## config.mk

```make
export PLATFORM = sky130hd
export DESIGN_NAME = tat_timer
export DESIGN_NICKNAME = d
export VERILOG_FILES = /design/src/rtl/tat_pkg.sv /design/src/rtl/tat_prescaler.sv /design/src/rtl/tat_timer.sv
export SDC_FILE = /design/constraint.sdc
export NUM_CORES = 1
export LEC_CHECK = 0
export ABC_CLOCK_PERIOD_IN_PS = 3600
export BUFFER_PORTS_ARGS = -buffer_cell sky130_fd_sc_hd__buf_4
export CAP_MARGIN = 20
export CORE_ASPECT_RATIO = 0.75
export CORE_MARGIN = 4
export CORE_UTILIZATION = 59
export CTS_BUF_LIST = sky130_fd_sc_hd__clkbuf_8
export DETAILED_ROUTE_END_ITERATION = 7
export GPL_TIMING_DRIVEN = 0
export PLACE_DENSITY = 0.78
export SYNTH_ARGS = -nofsm -noshare
export SYNTH_HDL_FRONTEND = slang
export SYNTH_SLANG_ARGS = --single-unit
```

## constraint.sdc

```tcl
create_clock -name mclk -period 3.6 [get_ports mclk]
set_input_delay 0.72 -clock mclk [delete_from_list [all_inputs] [get_ports mclk]]
set_output_delay 0.72 -clock mclk [all_outputs]
set_load 0.005 [all_outputs]
```

## src/rtl/tat_pkg.sv

```systemverilog
/*
 * Constants, field layouts and types for the asynchronous 8-bit timer with
 * compare output. Assumes a single register port with a 2-bit address.
 */
// How it works
// - any nonzero compare output mode hands the pin to the compare output
// - non-PWM: 00 off, 01 toggle, 10 clear, 11 set on match
// - fast PWM: 10 clear on match, set at TOP; 11 inverse; 01 reserved
// - phase correct: 10 clear on up match, set on down match; 11 inverse
// - PWM with compare at TOP and high mode bit: skip match, act at TOP
// - clock select: stop, undivided, or divided by 8..1024
// - counter register reads and writes the live 8-bit counter
// - a counter write blocks the match on the next timer clock
// - compare value is checked every count; a match raises a flag and drives the pin
// - external clock enable picks pin clock; crystal runs only when it is zero
// - async select zero uses the system clock, one uses the oscillator pin
// - register contents need not survive a change of async select
// - async writes set that register's busy flag until the transfer lands
// - counter reads live value; compare and control read the holding register
// - async writes pass a holding register, landing after two oscillator edges
// - waveform mode picks normal, phase correct, clear-on-match or fast PWM
package tat_pkg;

	// -----------------------------------------------------------------
	// register map
	// -----------------------------------------------------------------
	localparam int          ADDR_W      = 2;
	localparam logic [1:0]  OFS_CONTROL = 2'h0;
	localparam logic [1:0]  OFS_COUNTER = 2'h1;
	localparam logic [1:0]  OFS_COMPARE = 2'h2;
	localparam logic [1:0]  OFS_STATUS  = 2'h3;
	localparam logic [7:0]  RESET_VALUE = 8'h00;

	// -----------------------------------------------------------------
	// field positions
	// -----------------------------------------------------------------
	localparam int CTL_FORCE_BIT = 7;          // write-only bit, has no effect, reads zero
	localparam int CTL_WGM_LO    = 6;
	localparam int CTL_COM_HI    = 5;
	localparam int CTL_COM_LO    = 4;
	localparam int CTL_WGM_HI    = 3;
	localparam int CTL_CS_HI     = 2;
	localparam int CTL_CS_LO     = 0;
	localparam int STS_EXT_BIT   = 4;
	localparam int STS_ASYNC_BIT = 3;

	// holding-register entry index, equal to its busy flag position
	localparam int NUM_HELD = 3;
	localparam int IDX_CTL  = 0;
	localparam int IDX_CMP  = 1;
	localparam int IDX_CNT  = 2;

	// -----------------------------------------------------------------
	// mode encodings
	// -----------------------------------------------------------------
	localparam logic [1:0] WGM_NORMAL = 2'h0;
	localparam logic [1:0] WGM_PHASE  = 2'h1;
	localparam logic [1:0] WGM_CTC    = 2'h2;
	localparam logic [1:0] WGM_FAST   = 2'h3;
	localparam logic [1:0] COM_OFF    = 2'h0;
	localparam logic [1:0] COM_TOGGLE = 2'h1;
	localparam logic [1:0] COM_CLEAR  = 2'h2;
	localparam logic [1:0] COM_SET    = 2'h3;
	localparam logic [2:0] CS_STOP    = 3'h0;
	localparam logic [2:0] CS_DIV1    = 3'h1;
	localparam logic [2:0] CS_DIV8    = 3'h2;
	localparam logic [2:0] CS_DIV32   = 3'h3;
	localparam logic [2:0] CS_DIV64   = 3'h4;
	localparam logic [2:0] CS_DIV128  = 3'h5;
	localparam logic [2:0] CS_DIV256  = 3'h6;
	localparam logic [2:0] CS_DIV1024 = 3'h7;

	// prescaler tap masks: tick when all masked bits are one
	localparam int         PRE_W      = 10;
	localparam logic [9:0] MASK_8     = 10'h007;
	localparam logic [9:0] MASK_32    = 10'h01F;
	localparam logic [9:0] MASK_64    = 10'h03F;
	localparam logic [9:0] MASK_128   = 10'h07F;
	localparam logic [9:0] MASK_256   = 10'h0FF;
	localparam logic [9:0] MASK_1024  = 10'h3FF;

	// -----------------------------------------------------------------
	// counter limits and transfer timing
	// -----------------------------------------------------------------
	localparam logic [7:0] TOP_MAX     = 8'hFF;
	localparam logic [7:0] BOTTOM      = 8'h00;
	localparam logic [1:0] XFER_LAST   = 2'h1;  // second oscillator edge lands it

	typedef enum logic [1:0] {
		TAT_DIR_UP   = 2'h1,
		TAT_DIR_DOWN = 2'h2
	} tat_dir_t;

endpackage : tat_pkg

```

## src/rtl/tat_prescaler.sv

```systemverilog
/*
 * Prescaler: divides the timer source tick by the selected ratio.
 * Assumes src_tick is a one-cycle pulse synchronous to mclk.
 */
`timescale 1ns/10ps
`default_nettype none
module tat_prescaler (
	input  wire logic       mclk,
	input  wire logic       reset,
	input  wire logic       src_tick,
	input  wire logic [2:0] clock_sel,
	output logic            timer_tick
);
	logic [tat_pkg::PRE_W-1:0] pre_cnt;
	logic [tat_pkg::PRE_W-1:0] next_pre_cnt;
	logic [tat_pkg::PRE_W-1:0] tap_mask;

	// -----------------------------------------------------------------
	// free-running divider on the source tick
	// -----------------------------------------------------------------
	// free running, so a new ratio may give one short first period
	always_comb begin
		next_pre_cnt = src_tick ? pre_cnt + 1'h1 : pre_cnt;
	end

	always_ff @(posedge mclk or posedge reset) begin
		if (reset) begin
			pre_cnt <= '0;
		end else begin
			pre_cnt <= next_pre_cnt;
		end
	end

	always_comb begin
		tap_mask   = '0;
		timer_tick = 1'h0;
		unique case (clock_sel)
			tat_pkg::CS_STOP:    timer_tick = 1'h0;
			tat_pkg::CS_DIV1:    timer_tick = src_tick;
			tat_pkg::CS_DIV8:    tap_mask = tat_pkg::MASK_8;
			tat_pkg::CS_DIV32:   tap_mask = tat_pkg::MASK_32;
			tat_pkg::CS_DIV64:   tap_mask = tat_pkg::MASK_64;
			tat_pkg::CS_DIV128:  tap_mask = tat_pkg::MASK_128;
			tat_pkg::CS_DIV256:  tap_mask = tat_pkg::MASK_256;
			tat_pkg::CS_DIV1024: tap_mask = tat_pkg::MASK_1024;
		endcase
		if (tap_mask != '0) begin
			timer_tick = src_tick && ((pre_cnt & tap_mask) == tap_mask);
		end
	end

endmodule : tat_prescaler
`default_nettype wire

```

## src/rtl/tat_timer.sv

```systemverilog
/*
 * 8-bit timer with compare output, clock select and asynchronous
 * write-transfer path. Assumes the oscillator pin is sampled on mclk and
 * toggles much slower than mclk (at least four mclk per oscillator period).
 */
`timescale 1ns/10ps
`default_nettype none
module tat_timer (
	input  wire logic                       mclk,
	input  wire logic                       reset,
	input  wire logic [tat_pkg::ADDR_W-1:0] reg_addr,
	input  wire logic [7:0]                 reg_wdata,
	input  wire logic                       reg_wr,
	input  wire logic                       reg_rd,
	output logic      [7:0]                 reg_rdata,
	input  wire logic                       osc_input_pin,
	output logic                            compare_output_pin,
	output logic                            compare_output_enable,
	output logic                            compare_match_event,
	output logic                            crystal_osc_run,
	output logic                            ext_clock_input_enable
);
	// -----------------------------------------------------------------
	// declarations
	// -----------------------------------------------------------------
	logic [1:0]             osc_sync;
	logic                   osc_prev;
	logic                   osc_rise;
	logic                   async_clock_select;
	logic                   ext_clock_enable;
	logic                   next_async_sel;
	logic                   next_ext_en;
	logic [7:0]             hold      [tat_pkg::NUM_HELD];
	logic [7:0]             next_hold [tat_pkg::NUM_HELD];
	logic [1:0]             xfer      [tat_pkg::NUM_HELD];
	logic [1:0]             next_xfer [tat_pkg::NUM_HELD];
	logic [7:0]             load_val  [tat_pkg::NUM_HELD];
	logic [tat_pkg::NUM_HELD-1:0] busy;
	logic [tat_pkg::NUM_HELD-1:0] next_busy;
	logic [tat_pkg::NUM_HELD-1:0] load;
	logic [tat_pkg::NUM_HELD-1:0] wr_sel;
	logic [7:0]             timer_control;
	logic [7:0]             counter_value;
	logic [7:0]             compare_value;
	logic [7:0]             next_ctl;
	logic [7:0]             next_cnt;
	logic [7:0]             next_cmp;
	tat_pkg::tat_dir_t      dir;
	tat_pkg::tat_dir_t      next_dir;
	logic                   match_block;
	logic                   next_block;
	logic                   next_oc;
	logic                   next_oc_en;
	logic                   next_event;
	logic                   next_xtal;
	logic                   next_ext_buf;
	logic [7:0]             next_rdata;
	logic                   src_tick;
	logic                   timer_tick;
	logic [1:0]             waveform_mode_select;
	logic [1:0]             compare_output_mode;
	logic [2:0]             clock_select_field;
	logic [7:0]             top_value;
	logic                   raw_match;
	logic                   pwm_mode;
	logic                   ignore_match;
	logic                   eff_match;

	// -----------------------------------------------------------------
	// oscillator pin sampling
	// -----------------------------------------------------------------
	// first stage feeds only the second stage
	always_ff @(posedge mclk or posedge reset) begin
		if (reset) begin
			osc_sync <= 2'h0;
			osc_prev <= 1'h0;
		end else begin
			osc_sync <= {osc_sync[0], osc_input_pin};
			osc_prev <= osc_sync[1];
		end
	end
	assign osc_rise = osc_sync[1] && !osc_prev;

	assign src_tick = async_clock_select ? osc_rise : 1'h1;

	// -----------------------------------------------------------------
	// field decode and write select
	// -----------------------------------------------------------------
	assign waveform_mode_select = {timer_control[tat_pkg::CTL_WGM_HI], timer_control[tat_pkg::CTL_WGM_LO]};
	assign compare_output_mode  = timer_control[tat_pkg::CTL_COM_HI:tat_pkg::CTL_COM_LO];
	assign clock_select_field   = timer_control[tat_pkg::CTL_CS_HI:tat_pkg::CTL_CS_LO];
	assign wr_sel[tat_pkg::IDX_CTL] = reg_wr && (reg_addr == tat_pkg::OFS_CONTROL);
	assign wr_sel[tat_pkg::IDX_CMP] = reg_wr && (reg_addr == tat_pkg::OFS_COMPARE);
	assign wr_sel[tat_pkg::IDX_CNT] = reg_wr && (reg_addr == tat_pkg::OFS_COUNTER);

	tat_prescaler u_prescaler (
		.mclk       (mclk),
		.reset      (reset),
		.src_tick   (src_tick),
		.clock_sel  (clock_select_field),
		.timer_tick (timer_tick)
	);

	// -----------------------------------------------------------------
	// holding registers and busy flags, one per buffered register
	// -----------------------------------------------------------------
	for (genvar i = 0; i < tat_pkg::NUM_HELD; i++) begin : g_held
		always_comb begin
			next_hold[i] = wr_sel[i] ? reg_wdata : hold[i];
			next_busy[i] = busy[i];
			next_xfer[i] = xfer[i];
			load[i]      = 1'h0;
			load_val[i]  = wr_sel[i] ? reg_wdata : hold[i];
			if (!async_clock_select) begin
				next_busy[i] = 1'h0;
				next_xfer[i] = 2'h0;
				load[i]      = wr_sel[i];
			end else if (wr_sel[i]) begin
				// a new write restarts the transfer, so the set wins
				next_busy[i] = 1'h1;
				next_xfer[i] = 2'h0;
			end else if (busy[i] && osc_rise) begin
				if (xfer[i] == tat_pkg::XFER_LAST) begin
					next_busy[i] = 1'h0;
					next_xfer[i] = 2'h0;
					load[i]      = 1'h1;
				end else begin
					next_xfer[i] = xfer[i] + 2'h1;
				end
			end
		end

		always_ff @(posedge mclk or posedge reset) begin
			if (reset) begin
				hold[i] <= tat_pkg::RESET_VALUE;
				busy[i] <= 1'h0;
				xfer[i] <= 2'h0;
			end else begin
				hold[i] <= next_hold[i];
				busy[i] <= next_busy[i];
				xfer[i] <= next_xfer[i];
			end
		end
	end

	// -----------------------------------------------------------------
	// counter, compare and waveform output
	// -----------------------------------------------------------------
	assign top_value    = (waveform_mode_select == tat_pkg::WGM_CTC) ? compare_value : tat_pkg::TOP_MAX;
	assign pwm_mode     = (waveform_mode_select == tat_pkg::WGM_PHASE) || (waveform_mode_select == tat_pkg::WGM_FAST);
	assign raw_match    = (counter_value == compare_value) && !match_block;
	assign ignore_match = pwm_mode && compare_output_mode[1] && (compare_value == tat_pkg::TOP_MAX);
	assign eff_match    = raw_match && !ignore_match;

	always_comb begin
		next_cnt   = counter_value;
		next_dir   = dir;
		next_block = match_block;
		next_oc    = compare_output_pin;
		next_event = 1'h0;
		next_ctl   = load[tat_pkg::IDX_CTL] ? load_val[tat_pkg::IDX_CTL] : timer_control;
		next_ctl[tat_pkg::CTL_FORCE_BIT] = 1'h0;
		next_cmp   = load[tat_pkg::IDX_CMP] ? load_val[tat_pkg::IDX_CMP] : compare_value;
		if (load[tat_pkg::IDX_CNT]) begin
			next_cnt   = load_val[tat_pkg::IDX_CNT];
			next_block = 1'h1;
		end else if (timer_tick) begin
			next_block = 1'h0;
			next_event = raw_match;
			unique case (waveform_mode_select)
				tat_pkg::WGM_CTC: next_cnt = (counter_value == top_value) ? tat_pkg::BOTTOM : counter_value + 8'h01;
				tat_pkg::WGM_PHASE: begin
					unique case (dir)
						tat_pkg::TAT_DIR_UP: begin
							if (counter_value == tat_pkg::TOP_MAX) begin
								next_dir = tat_pkg::TAT_DIR_DOWN;
								next_cnt = counter_value - 8'h01;
							end else begin
								next_cnt = counter_value + 8'h01;
							end
						end
						tat_pkg::TAT_DIR_DOWN: begin
							if (counter_value == tat_pkg::BOTTOM) begin
								next_dir = tat_pkg::TAT_DIR_UP;
								next_cnt = counter_value + 8'h01;
							end else begin
								next_cnt = counter_value - 8'h01;
							end
						end
					endcase
				end
				default: next_cnt = counter_value + 8'h01;
			endcase
			// output action; mode 01 in PWM is reserved and does nothing
			unique case (waveform_mode_select)
				tat_pkg::WGM_NORMAL, tat_pkg::WGM_CTC: begin
					if (eff_match) begin
						unique case (compare_output_mode)
							tat_pkg::COM_OFF:    next_oc = compare_output_pin;
							tat_pkg::COM_TOGGLE: next_oc = !compare_output_pin;
							tat_pkg::COM_CLEAR:  next_oc = 1'h0;
							tat_pkg::COM_SET:    next_oc = 1'h1;
						endcase
					end
				end
				tat_pkg::WGM_FAST: begin
					if (compare_output_mode[1] && eff_match) begin
						next_oc = compare_output_mode[0];
					end else if (compare_output_mode[1] && counter_value == tat_pkg::TOP_MAX) begin
						next_oc = !compare_output_mode[0];
					end
				end
				tat_pkg::WGM_PHASE: begin
					if (compare_output_mode[1] && eff_match) begin
						next_oc = (dir == tat_pkg::TAT_DIR_UP) ? compare_output_mode[0] : !compare_output_mode[0];
					end else if (ignore_match && counter_value == tat_pkg::TOP_MAX) begin
						next_oc = !compare_output_mode[0];
					end
				end
			endcase
		end
	end

	// no attempt is made to shield contents across async select changes
	always_ff @(posedge mclk or posedge reset) begin
		if (reset) begin
			timer_control       <= tat_pkg::RESET_VALUE;
			counter_value       <= tat_pkg::RESET_VALUE;
			compare_value       <= tat_pkg::RESET_VALUE;
			dir                 <= tat_pkg::TAT_DIR_UP;
			match_block         <= 1'h0;
			compare_output_pin  <= 1'h0;
			compare_match_event <= 1'h0;
		end else begin
			timer_control       <= next_ctl;
			counter_value       <= next_cnt;
			compare_value       <= next_cmp;
			dir                 <= next_dir;
			match_block         <= next_block;
			compare_output_pin  <= next_oc;
			compare_match_event <= next_event;
		end
	end

	// -----------------------------------------------------------------
	// status bits, pin controls and read port
	// -----------------------------------------------------------------
	always_comb begin
		next_async_sel = async_clock_select;
		next_ext_en    = ext_clock_enable;
		if (reg_wr && reg_addr == tat_pkg::OFS_STATUS) begin
			next_async_sel = reg_wdata[tat_pkg::STS_ASYNC_BIT];
			next_ext_en    = reg_wdata[tat_pkg::STS_EXT_BIT];
		end
		next_oc_en   = (compare_output_mode != tat_pkg::COM_OFF);
		next_xtal    = async_clock_select && !ext_clock_enable;
		next_ext_buf = async_clock_select && ext_clock_enable;
		next_rdata   = 8'h00;
		if (reg_rd) begin
			// held values for compare and control
			unique case (reg_addr)
				tat_pkg::OFS_CONTROL: next_rdata = {1'h0, hold[tat_pkg::IDX_CTL][6:0]};
				tat_pkg::OFS_COUNTER: next_rdata = counter_value;
				tat_pkg::OFS_COMPARE: next_rdata = hold[tat_pkg::IDX_CMP];
				tat_pkg::OFS_STATUS:  next_rdata = {3'h0, ext_clock_enable, async_clock_select, busy};
			endcase
		end
	end

	always_ff @(posedge mclk or posedge reset) begin
		if (reset) begin
			async_clock_select     <= 1'h0;
			ext_clock_enable       <= 1'h0;
			compare_output_enable  <= 1'h0;
			crystal_osc_run        <= 1'h0;
			ext_clock_input_enable <= 1'h0;
			reg_rdata              <= 8'h00;
		end else begin
			async_clock_select     <= next_async_sel;
			ext_clock_enable       <= next_ext_en;
			compare_output_enable  <= next_oc_en;
			crystal_osc_run        <= next_xtal;
			ext_clock_input_enable <= next_ext_buf;
			reg_rdata              <= next_rdata;
		end
	end
endmodule : tat_timer
`default_nettype wire

```

==> metrics.md <==
| Metric | Value |
|---|---|
| Outcome | finished clean |
| Required @ worst endpoint | 3.84 ns |
| CTS tree | done |
| Drc violations | 0 |
| TritonRoute pass-1 iters | 4 |
| Worst hold slack | between 0.2 and 0.3 ns |
| Grt ovf | 0 |
| Setup bufs post-CTS | 0 |
| Clock latency on the worst-skew pair | 0.35 ns |
| Root Buffer Master | clkbuf_8 |
| Input/output buffers | 27 |
| Post-route ant nets | 0 |
| Total GRT Usage | 0.244 |
| PnR Total Power | between 3 and 4 mW |
| Relative slew slack | 0.375 |
| Final Critical Period | roughly 2.6 ns |
| Worst clock skew | a little over 0.009 ns |
| Crit path DAT | between 2 and 3 ns |
| Async SR Flop Fraction | 1.00 |
| RSZ-0062 raised after global routing | no |
| Most frequent cells in the layout | dfrtp_1 (85), mux2_2 (40), buf_4 (28), nand2_1 (27) |
| Filler cell count | 588 |
| Max-cap violations | 0 |
| Worst-path clk slew | 0.09 ns |
| Boundary pin count | 28 |
| Final Hold Fails | 0 |
| Core footprint | around 0.0073 mm2 |
| Area Growth Syn to Fin | 12.4% |
| Dpl cell area | 0.00479 mm2 |
| Synth top area share | 0.480 |
| Die area | around 0.0090 mm2 |
| Kind of start point of the critical path | primary input |
| Nets@finish | about 460 |
| FMAX | 382 MHz |
| Placed wire-length estimate | a little over 7000 um |
| Post-cts sizing count | 0 |
| Number of core rows | 27 |
| Via density | approximately 5.9 |
| Number of cells on the critical path | 5 |
| Yosys reg bits | 86 |
| Share of cells above drive strength 1 | 0.245 |
| Leading area contributor after synthesis | dfrtp_1 |
| Hold WC Path Type | in -> async |
| Die extent in x | around 110 um |
| Crit path largest cell delay | just under 0.8 ns |
| Critical Path, Cell by Cell | buf_4 -> nor3b_2 -> inv_1 -> o21ai_1 -> mux2_2 |
| Most common cell after layout, fill and taps aside | dfrtp_1 |
| Slew of the pin with the lowest slew margin | 0.934 ns |
| Synth area leaders | dfrtp_1 (48%), mux2_2 (10%), xor2_1 (3.2%) |
| First-pass GRT wire length | roughly 17000 um |
| Mapped Area | between 0.004 and 0.005 mm2 |
| Via Count | around 3200 |
| Dpl cells | 522 |
| Pins Over Slew Limit | 0 |
| Die extent in y | 83.1 um |
| WL/cell | approximately 19 um |
| Main flop type after synthesis | dfrtp_1 |
| Critical path's slowest cell | nor3b_2 |
| Peak VDD IR | 0.000340 V |
| Design area | between 0.004 and 0.005 mm2 |
| Synthesized Nets | around 420 |
| Reg2Reg Depth | 9 |
| Synth cell types | between 60 and 70 |
| PwrDens | 696 mW/mm2 |
| YS warnings | 0 |
| Reg area | 0.00215 mm2 |
| Cts bufs inserted | 9 |
| Antenna Cells | 0 |
| Gate Count Post-Synth | around 400 |
| Area taken by multi-input logic gates | roughly 0.0021 mm2 |
| Hold_buf cts | 0 |
| H-tree levels | 3 |
| Final cell count without fillers | roughly 540 |
| Gpl congestion | slightly below 0.9 |
| Register area share after synthesis | 0.486 |
| Initial DRC Count | around 160 |
| Post-synth EDFFs | 0 |
| Crit Path Category | in -> reg |
| Initial antenna violation count | 0 |
| Delay-heaviest family, CP | simple AND/OR/NAND/NOR gates |
| Part of the cycle the worst path needs | 0.728 |
| Lkg Pwr | around 2.2 nW |
| Starting Density | 0.605 |
| Buf/Inv on CP | 2 |
| CTS Sinks | 86 |
| Final setup vio count | 0 |
| Critical Path Fanout Max | 10 |
| Mean area per synthesized cell | 11.3 um2 |
| Maximum root-to-sink buffer count | 2 |
| Pin count of the biggest net entering global routing | between 70 and 80 |
| Vias in the first global route | 3265 |
| Crit. End Element | register |
| Total wire length | ~10000 um |
worst register-to-register path: cells and delay by family, from the launching register on:
| family | cells | cell delay, ns |
|---|---|---|
| fa+ha+maj | 1 | 0.25 |
| simple gates | 3 | 0.38 |
| compound gates | 3 | 0.92 |
| flops | 1 | 0.36 |
| buf+inv | 2 | 0.61 |
through the flow:
stage | setup TNS [ns] | util | worst slack [ns]
after floorplan | 0 | - | 0.660
after global placement | -18.57 | 0.650 | -0.226
after detailed placement | 0 | 0.654 | 0.577
after CTS | 0 | 0.680 | 0.948
after global routing | 0 | 0.680 | 0.777
final | 0 | 0.680 | 0.979
cell type report:
type	instances	area share
plain buffers	19	0.0188
clock buffers	9	0.0249
clock inverters	7	0.0133
inverters	15	0.0118
multi-input cells	273	0.428
flip-flops and latches	86	0.432
well taps	101	0.0254
repair buffers	28	0.0462
Yosys cell counts (all sizes together), types with 2 or more instances:
master / n
dfrtp: 85
mux2: 41
nand2: 27
xor2: 16
inv: 15
nor2: 15
a21oi: 12
and2: 11
clkbuf: 11
nand3: 11
o21ai: 11
xnor2: 11
buf: 8
ha: 8
nand4: 8
nor2b: 8
and3: 7
mux2i: 7
nor3: 7
a21boi: 6
a31oi: 6
a21o: 5
mux4: 5
nor4: 5
o211ai: 5
o21bai: 5
nand2b: 4
a221oi: 3
a211oi: 2
a22oi: 2
a32oi: 2
nand3b: 2
o221ai: 2
or2: 2
or4: 2
per-layer routing:
metal	global-route usage	vias up	wire, um
li1	-	1491	-
met1	0.355	1594	4650
met2	0.366	70	4630
met3	0.0591	15	615
met4	0.0677	0	155
met5	0	-	0
path summary, 6_finish.rpt:
| path | startpoint | to | slack, ns |
|---|---|---|---|
| max in group asynchronous | reset | dir[0] | 2.69 |
| worst max-delay path | reg_addr[1] | timer_control[0] | 0.98 |
| worst min register to register | osc_sync[0] | osc_sync[1] | 0.36 |
| worst max register to register | counter_value[0] | counter_value[7] | 0.99 |
| min in group mclk | osc_sync[0] | osc_sync[1] | 0.36 |
| worst min-delay path | reset | xfer[4] | 0.29 |
registers in the layout (all words and copies together), names as in the netlist, 2 cells and up:
name	cells
busy	3
compare_value	8
counter_value	8
dir	2
hold	23
osc_sync	2
reg_rdata	8
timer_control	7
u_prescaler.pre_cnt	10
xfer	6
power by group:
group | switching [mW] | internal, mW | total [mW] | leakage (nW)
sequential | 0.208 | 1.21 | 1.42 | 1.06
combinational | 0.761 | 0.627 | 1.39 | 1.05
clock | 0.343 | 0.317 | 0.660 | 0.0982
cell families after synthesis:
family                     share of synthesized area
AOI/OAI and AO/OA                              0.113
xor gates and xnor gates                      0.0533
adders and majority gates                     0.0226
buffers and inverters                         0.0339
DFF                                            0.486
muxes                                          0.147
and+or+nand+nor                                0.144
Note: power is estimated with default switching activity, not from simulation.
